**config.mk**
```make
export PLATFORM = sky130hd
export DESIGN_NAME = chip_config_byte_decode
export DESIGN_NICKNAME = d
export VERILOG_FILES = /design/src/rtl/cfg_pkg.sv /design/src/rtl/cfg_decode.sv /design/src/rtl/apb_cfg_regs.sv /design/src/rtl/chip_config_byte_decode.sv
export SDC_FILE = /design/constraint.sdc
export NUM_CORES = 1
export LEC_CHECK = 0
export BUFFER_PORTS_ARGS = -buffer_cell sky130_fd_sc_hd__buf_2
export CORE_ASPECT_RATIO = 1.2
export CORE_UTILIZATION = 43
export CTS_BUF_LIST = sky130_fd_sc_hd__clkbuf_8
export DETAILED_ROUTE_END_ITERATION = 7
export HOLD_SLACK_MARGIN = 0.1
export PLACE_DENSITY = 0.79
export SYNTH_ARGS = -nofsm -noshare
export SYNTH_HDL_FRONTEND = slang
export SYNTH_SLANG_ARGS = --single-unit
```
**constraint.sdc**
```tcl
create_clock -name ref_clk -period 1.5 [get_ports ref_clk]
set_input_delay 0.45 -clock ref_clk [delete_from_list [all_inputs] [get_ports ref_clk]]
set_output_delay 0.45 -clock ref_clk [all_outputs]
set_load 0.1 [all_outputs]
```
**src/rtl/cfg_pkg.sv**
```systemverilog
package cfg_pkg;
    // configuration byte locations in the special purpose area
    localparam logic [15:0] ADDR_BYTE_ZERO = 16'h2018;
    localparam logic [15:0] ADDR_BYTE_ONE = 16'h201A;
    localparam logic [15:0] ADDR_BYTE_TWO = 16'h201C;
    // apb register byte addresses
    localparam logic [15:0] OFS_BYTE_TWO = 16'h201C;
    localparam logic [15:0] OFS_BYTE_ZERO = 16'h2018;
    localparam logic [15:0] OFS_BYTE_ONE = 16'h2020;
    localparam logic [15:0] OFS_STATUS = 16'h2024;
    // field positions
    localparam int B0_WIDTH_LOW = 1;
    localparam int B0_READY0 = 4;
    localparam int B0_READY1 = 5;
    localparam int B0_LOCK0 = 6;
    localparam int B0_LOCK1 = 7;
    localparam int B1_FETCH_THIRD = 0;
    localparam int B1_READY2 = 1;
    localparam int B1_WIDTH_HIGH = 2;
    localparam int B1_TIMING0 = 6;
    localparam int B1_TIMING1 = 7;
    localparam int B2_ADDR_WIDTH = 1;
    localparam int B2_MIRROR = 2;
    // byte two value seen when the byte is absent or not fetched
    localparam logic [7:0] BYTE_TWO_DEFAULT = 8'hF8;
    localparam logic [7:0] BYTE_TWO_GOOD_MASK = 8'hF9;
    localparam logic [7:0] BYTE_TWO_GOOD_VAL = 8'hF8;
    localparam logic [7:0] BYTE_ERASED = 8'hFF;
    // decoded encodings
    localparam logic [1:0] TIMING_MODE0 = 2'h0;
    localparam logic [1:0] TIMING_MODE3 = 2'h3;
    localparam logic [1:0] WIDTH_ILLEGAL = 2'h0;
    localparam logic [1:0] WIDTH_16 = 2'h1;
    localparam logic [1:0] WIDTH_8 = 2'h2;
    localparam logic [1:0] WIDTH_PIN = 2'h3;
    localparam logic [2:0] READY_UNLIMITED = 3'h7;
    localparam logic [2:0] READY_ZERO = 3'h0;
    localparam logic [1:0] AUTO_WAIT_MODE0 = 2'h1;
    localparam logic [1:0] AUTO_WAIT_NONE = 2'h0;
    localparam logic [31:0] ZERO_WORD = 32'h0000_0000;

    typedef enum logic [1:0] {
        PROT_RW = 2'h0,
        PROT_WRITE = 2'h1,
        PROT_READ = 2'h2,
        PROT_NONE = 2'h3
    } prot_t;

    typedef enum {
        ST_IDLE, ST_REQ0, ST_WAIT0, ST_REQ1, ST_WAIT1, ST_REQ2, ST_WAIT2, ST_DONE
    } load_state_t;

    // decoded settings handed to the bus controller and memory map
    typedef struct packed {
        logic [1:0] timing_mode;
        logic [1:0] auto_wait;
        logic [2:0] ready_max;
        logic ready_unlimited;
        logic [1:0] width_mode;
        logic addr_width_select;
        logic low_segment_mirror;
        prot_t prot;
        logic cfg_error;
    } cfg_out_t;

    // configuration memory read port
    typedef struct packed {
        logic req;
        logic [15:0] addr;
    } mem_req_t;
endpackage

```
**src/rtl/cfg_decode.sv**
```systemverilog
`timescale 1ns/1ps
// pure decode of the three bytes into bus settings
module cfg_decode
    import cfg_pkg::*;
(
    input wire logic [7:0] byte_zero,
    input wire logic [7:0] byte_one,
    input wire logic [7:0] byte_two,
    input wire logic large_variant,
    output cfg_out_t dec
);
    logic [1:0] tsel;
    logic [2:0] rdy;
    logic [1:0] lock;
    logic [7:0] b2;

    always_comb begin
        // smaller variant forces both timing bits high
        tsel = large_variant ? {byte_one[B1_TIMING1], byte_one[B1_TIMING0]} : TIMING_MODE3;
        rdy = {byte_one[B1_READY2], byte_zero[B0_READY1], byte_zero[B0_READY0]};
        lock = {byte_zero[B0_LOCK1], byte_zero[B0_LOCK0]};
        b2 = large_variant ? byte_two : BYTE_TWO_DEFAULT;
        dec = '0;
        dec.timing_mode = tsel;
        // mode 0 always adds one wait, mode 3 adds none
        dec.auto_wait = (tsel == TIMING_MODE0) ? AUTO_WAIT_MODE0 : AUTO_WAIT_NONE;
        // 000 zero, 100..110 one to three, 111 unlimited
        if (rdy == READY_UNLIMITED) begin
            dec.ready_unlimited = 1'b1;
            dec.ready_max = READY_ZERO;
        end else if (rdy[2]) begin
            dec.ready_unlimited = 1'b0;
            dec.ready_max = 3'((rdy & 3'h3) + 3'h1);
        end else begin
            dec.ready_unlimited = 1'b0;
            dec.ready_max = READY_ZERO;
        end
        dec.width_mode = {byte_one[B1_WIDTH_HIGH], byte_zero[B0_WIDTH_LOW]};
        dec.addr_width_select = b2[B2_ADDR_WIDTH];
        dec.low_segment_mirror = b2[B2_MIRROR];
        dec.prot = prot_t'(lock);
        // reserved encodings flag an undefined configuration
        dec.cfg_error = (tsel != TIMING_MODE0 && tsel != TIMING_MODE3)
            || (dec.width_mode == WIDTH_ILLEGAL) || (rdy[2] == 1'b0 && rdy != READY_ZERO)
            || ((b2 & BYTE_TWO_GOOD_MASK) != BYTE_TWO_GOOD_VAL);
    end
endmodule // cfg_decode

```
**src/rtl/apb_cfg_regs.sv**
```systemverilog
`timescale 1ns/1ps
// read-only apb view of the latched bytes and load status
module apb_cfg_regs
    import cfg_pkg::*;
(
    input wire logic ref_clk,
    input wire logic rstn,
    input wire logic psel,
    input wire logic penable,
    input wire logic pwrite,
    input wire logic [15:0] paddr,
    input wire logic [7:0] byte_zero,
    input wire logic [7:0] byte_one,
    input wire logic [7:0] byte_two,
    input wire logic [7:0] status,
    output logic [31:0] prdata,
    output logic pslverr
);
    typedef struct packed {
        logic [31:0] rdata;
        logic err;
    } regs_t;
    regs_t cur, next_cur;

    // decode on the setup cycle so read data is ready in the access phase
    always_comb begin
        next_cur = cur;
        if (psel && !penable) begin
            next_cur.err = 1'b0;
            if (paddr == OFS_BYTE_ZERO) begin
                next_cur.rdata = {24'h0, byte_zero};
            end else if (paddr == OFS_BYTE_ONE) begin
                next_cur.rdata = {24'h0, byte_one};
            end else if (paddr == OFS_BYTE_TWO) begin
                next_cur.rdata = {24'h0, byte_two};
            end else if (paddr == OFS_STATUS) begin
                next_cur.rdata = {24'h0, status};
            end else begin
                // unmapped: error, data zero
                next_cur.rdata = ZERO_WORD;
                next_cur.err = 1'b1;
            end
            // all registers are read-only, writes are refused
            if (pwrite) begin
                next_cur.err = 1'b1;
            end
        end
    end

    always_ff @(posedge ref_clk or negedge rstn) begin
        if (!rstn) begin
            cur <= '0;
        end else begin
            cur <= next_cur;
        end
    end

    assign prdata = cur.rdata;
    assign pslverr = cur.err;
endmodule // apb_cfg_regs

```
**src/rtl/chip_config_byte_decode.sv**
```systemverilog
// The implementer's own choice: the APB interface to the registers.
`timescale 1ns/1ps
module chip_config_byte_decode
    import cfg_pkg::*;
(
    input wire logic ref_clk,
    input wire logic rstn,
    input wire logic large_variant,
    output mem_req_t mem_req,
    input wire logic mem_ack,
    input wire logic [7:0] mem_rdata,
    input wire logic psel,
    input wire logic penable,
    input wire logic pwrite,
    input wire logic [15:0] paddr,
    input wire logic [31:0] pwdata,
    output logic [31:0] prdata,
    output logic pready,
    output logic pslverr,
    output cfg_out_t cfg,
    output logic cfg_valid
);
    // whole module state
    typedef struct packed {
        load_state_t st;
        mem_req_t req;
        logic [7:0] b0;
        logic [7:0] b1;
        logic [7:0] b2;
        logic third_fetched;
        cfg_out_t cfg;
        logic valid;
        logic pready;
        logic variant_s1; // strap, first synchroniser stage, read by nothing else
        logic variant_s2; // strap, second stage, safe to decode
    } state_t;
    state_t cur, next_cur;

    cfg_out_t dec; // combinational decode of the captured bytes
    logic [7:0] status; // load status word for software

    cfg_decode u_dec (
        .byte_zero(cur.b0),
        .byte_one(cur.b1),
        .byte_two(cur.b2),
        .large_variant(cur.variant_s2),
        .dec(dec)
    );

    // loader: one pass per reset, read bytes then latch decode
    always_comb begin
        next_cur = cur;
        // answer every setup cycle in the following access cycle
        next_cur.pready = psel && !penable;
        // strap crosses from the pin domain through two stages
        next_cur.variant_s1 = large_variant;
        next_cur.variant_s2 = cur.variant_s1;
        case (cur.st)
            ST_IDLE: begin
                // one cycle moves the strap into the first of its two synchroniser stages
                next_cur.st = ST_REQ0;
            end
            ST_REQ0: begin
                next_cur.req.req = 1'b1;
                next_cur.req.addr = ADDR_BYTE_ZERO;
                next_cur.st = ST_WAIT0;
            end
            ST_WAIT0: begin
                if (mem_ack) begin
                    next_cur.b0 = mem_rdata;
                    next_cur.req.req = 1'b0;
                    next_cur.st = ST_REQ1;
                end
            end
            ST_REQ1: begin
                next_cur.req.req = 1'b1;
                next_cur.req.addr = ADDR_BYTE_ONE;
                next_cur.st = ST_WAIT1;
            end
            ST_WAIT1: begin
                if (mem_ack) begin
                    next_cur.b1 = mem_rdata;
                    next_cur.req.req = 1'b0;
                    // third byte only on the large part with fetch flag set
                    if (mem_rdata[B1_FETCH_THIRD] && cur.variant_s2) begin
                        next_cur.st = ST_REQ2;
                    end else begin
                        next_cur.st = ST_DONE;
                    end
                end
            end
            ST_REQ2: begin
                next_cur.req.req = 1'b1;
                next_cur.req.addr = ADDR_BYTE_TWO;
                next_cur.st = ST_WAIT2;
            end
            ST_WAIT2: begin
                if (mem_ack) begin
                    next_cur.b2 = mem_rdata;
                    next_cur.third_fetched = 1'b1;
                    next_cur.req.req = 1'b0;
                    next_cur.st = ST_DONE;
                end
            end
            ST_DONE: begin
                // latch once, then hold until the next reset
                if (!cur.valid) begin
                    next_cur.cfg = dec;
                    next_cur.valid = 1'b1;
                end
            end
            default: begin
                next_cur.st = ST_IDLE;
            end
        endcase
    end

    always_ff @(posedge ref_clk or negedge rstn) begin
        if (!rstn) begin
            cur.st <= ST_IDLE;
            cur.req <= '0;
            cur.b0 <= BYTE_ERASED;
            cur.b1 <= BYTE_ERASED;
            cur.b2 <= BYTE_TWO_DEFAULT;
            cur.third_fetched <= 1'b0;
            cur.cfg <= '0;
            cur.valid <= 1'b0;
            cur.pready <= 1'b0;
            cur.variant_s1 <= 1'b0;
            cur.variant_s2 <= 1'b0;
        end else begin
            cur <= next_cur;
        end
    end

    assign status = {5'h0, cur.cfg.cfg_error, cur.third_fetched, cur.valid};

    apb_cfg_regs u_regs (
        .ref_clk(ref_clk),
        .rstn(rstn),
        .psel(psel),
        .penable(penable),
        .pwrite(pwrite),
        .paddr(paddr),
        .byte_zero(cur.b0),
        .byte_one(cur.b1),
        .byte_two(cur.b2),
        .status(status),
        .prdata(prdata),
        .pslverr(pslverr)
    );

    assign mem_req = cur.req;
    assign pready = cur.pready;
    assign cfg = cur.cfg;
    assign cfg_valid = cur.valid;
endmodule // chip_config_byte_decode

```
==> impl_results.md <==
- Crit path setup slack, layout: -0.04493 ns
- # rows: 32
- Crit. End Element: primary output
- Antenna violations before repair: 0
- DIE HEIGHT: 93.03 um
- Primary FF master, synth: dfrtp_1
- Synth top area cells: dfrtp_1, dfstp_2, buf_4
- Post-Synthesis Cells: 269
- Sum Neg Setup Slack: -0.04493 ns
- Worst Setup SP: cfg_valid
- DIE AREA: 7242 um2
- Sequential-to-total area share from yosys stat: 49.77%
- Hold_ws: 0.09578 ns
- Worst Hold Class: in -> async
- Final HPWL DP: 4430 um
- Outcome: finished with violations
- Antenna cells: 0
- Routed length per instance: 14.12 um
- Leak pwr: 1.846 nW
- Final Slew Violations: 0
- R2R setup slack: 0.07 ns
- CTS tree: done
- Vias in the first global route: 2,054
- First drt pass iteration count: 4
- CTS Buf Count: 9
- Max clock buf depth: 2
- H-tree depth: 3
- Power Total: 4.725 mW
- Largest net degree at the start of global routing: 59
- Max Cap Viol: 0
- RSZ-0062 raised after global routing: true
- Number of synthesized flops with an enable pin: 0
- Most frequent cells in the layout: conb_1, dfrtp_1, buf_12
- Vias: 2,066
- CP arrival: 1.09 ns
- Area Overhead vs Synth: 30.30%
- Fin. Hold Viols: 0
- Fmax: 0.6473 GHz
- Cell total after placement: 404
- Placer Congestion: 0.8005
- Slowest stage cell, crit path: dfrtp_4
- Final period utilization: 103.0%
- Power Density: 1221 nW/um2
- Final setup vio count: 1
- CP peak stage delay: 0.47 ns
- R2R Path Start: cur[61]
- Initial core utilization: 45.22%
- First-pass GRT wire length: 9825 um
- Worst path required time: 1.05 ns
- I/O Pins: 130
- Asr flop ratio synth: 100.0%
- Total Routing Usage GR: 17.99%
- Layout cell share with drive strength beyond 1: 44.21%
- Flops & latches, synth: 58
- Fin nets: 398
- Worst Setup Start Kind: flop
- Synth area leader: dfrtp_1
- Worst-path cell chain: buf_6 -> buf_12
- Avg Inst Size Synth: 11.04 um2
- GR Util met1: 19.97%
- Commonest non-fill, non-tap cell in the layout: conb_1
- Core area: 6566 um2
- Latest clock arrival within the worst-skew pair: 0.33 ns
- Final ANT Viol Nets: 0
- Kind of critical path: reg -> out
- Synth warnings: 0
- Cts hold-fix bufs: 0
- Mapped cell area: 2969 um2
- Gr busiest metal: met2
- Top cell type's share of synthesized area: 31.18%
- Routed vias/inst: 4.896
- Drt first-iter violations: 133
- Cell variety after synth: 41
- Met3 Use GR: 6.634%
- Maximum VDD drop: 0.0006971 V
- Finished Layout Cells: 422
- Clk root buf: clkbuf_8
- Die width: 77.86 um
- GR Util met2: 31.56%
- Crit path time final: 1.545 ns
- Clock Pin Slew Worst Setup and Hold Paths: 0.06 ns
- Crit Path Max Fanout: 2
- Worst setup skew after layout: 0.006252 ns
- Final wirelength: 5958 um
- Clock Sinks: 58
- Global route overflow: 0
- Buffers on Ports: 60
- Drc violations: 0
- Utilization after layout: 58.92%
- Failing checks: negative setup slack
worst paths after layout:
kind / to / depth (start not counted)
max: cfg_valid / 2
min: mem_req[16] / 2
max reg2reg: cfg[11] / 3
min reg2reg: cur[0] / 0
max in group asynchronous: cur[40] / 2
min in group ref_clk: cur[1] / 1
state kept, by name, summed over array words and instances, names as in the netlist:
register        flops
mem_req             4
cur                30
cfg                13
pready              1
u_regs.pslverr      1
cfg_valid           1
u_regs.prdata       8
cell families (layout without fill, tap and decap cells):
group | Yosys count | in the layout | share of synthesized area (%)
AND/OR/NAND/NOR | 70 | 70 | 12.18
buffers and inverters | 70 | 102 | 16.65
flip-flops | 58 | 58 | 49.77
AO/OA/AOI/OAI | 41 | 41 | 10.16
multiplexers | 26 | 26 | 9.861
adder cells (fa/ha/maj) | 3 | 3 | 1.264
other | 1 | 37 | 0.1263
synthesized netlist by cell type (all sizes together) (2+ instances only):
cell / count
a21o: 5
a21oi: 3
a221o: 5
a222oi: 3
a22o: 5
and2: 7
and3: 2
and4b: 2
buf: 62
clkbuf: 2
dfrtp: 37
dfstp: 21
ha: 3
inv: 6
mux2: 26
nand2: 23
nand2b: 3
nand3: 5
nor2: 14
nor2b: 4
nor3: 3
nor4b: 2
o21ai: 12
o22ai: 2
o31ai: 3
per-layer routing:
layer	up-vias	part of all wire, %	routed length [um]
li1	967	-	-
met1	1015	40	2360
met2	74	53	3180
met3	10	5.3	315
met4	0	1.7	102
met5	-	0	0
what timing repair did:
item	in CTS	in global routing
gates resized for setup	2	0
buffers inserted	1	1
endpoints found under the setup margin	4	9
stage by stage:
stage | setup WS (ns) | area (um2)
2_1_floorplan | -0.06397 | 3108
3_3_place_gp | -0.2073 | 3666
3_5_place_dp | -0.2174 | 3666
4_1_cts | -0.06035 | 3861
5_1_grt | -0.07890 | 3869
6_report | -0.04493 | 3869
power breakdown:
| part | internal (mW) | switching [mW] | leakage [nW] |
|---|---|---|---|
| Sequential | 1.83 | 0.181 | 0.675 |
| Clock | 0.717 | 0.590 | 0.105 |
| Combinational | 0.418 | 0.992 | 1.07 |
area by class of cell:
cell class / instances / area [um2]
multi-input cells: 177 / 1132
well taps: 85 / 106.4
clock buffers: 12 / 165.2
repair buffers: 80 / 942.2
clock inverters: 4 / 17.52
inverters: 6 / 22.52
flip-flops and latches: 58 / 1483
fillers: 552 / 2698
critical path: cells and delay by family, from the launching register on:
family	cells	cell delay, ns
DFF	1	0.47
buffers and inverters	2	0.29
No activity file was read; power rests on OpenSTA's default activity.
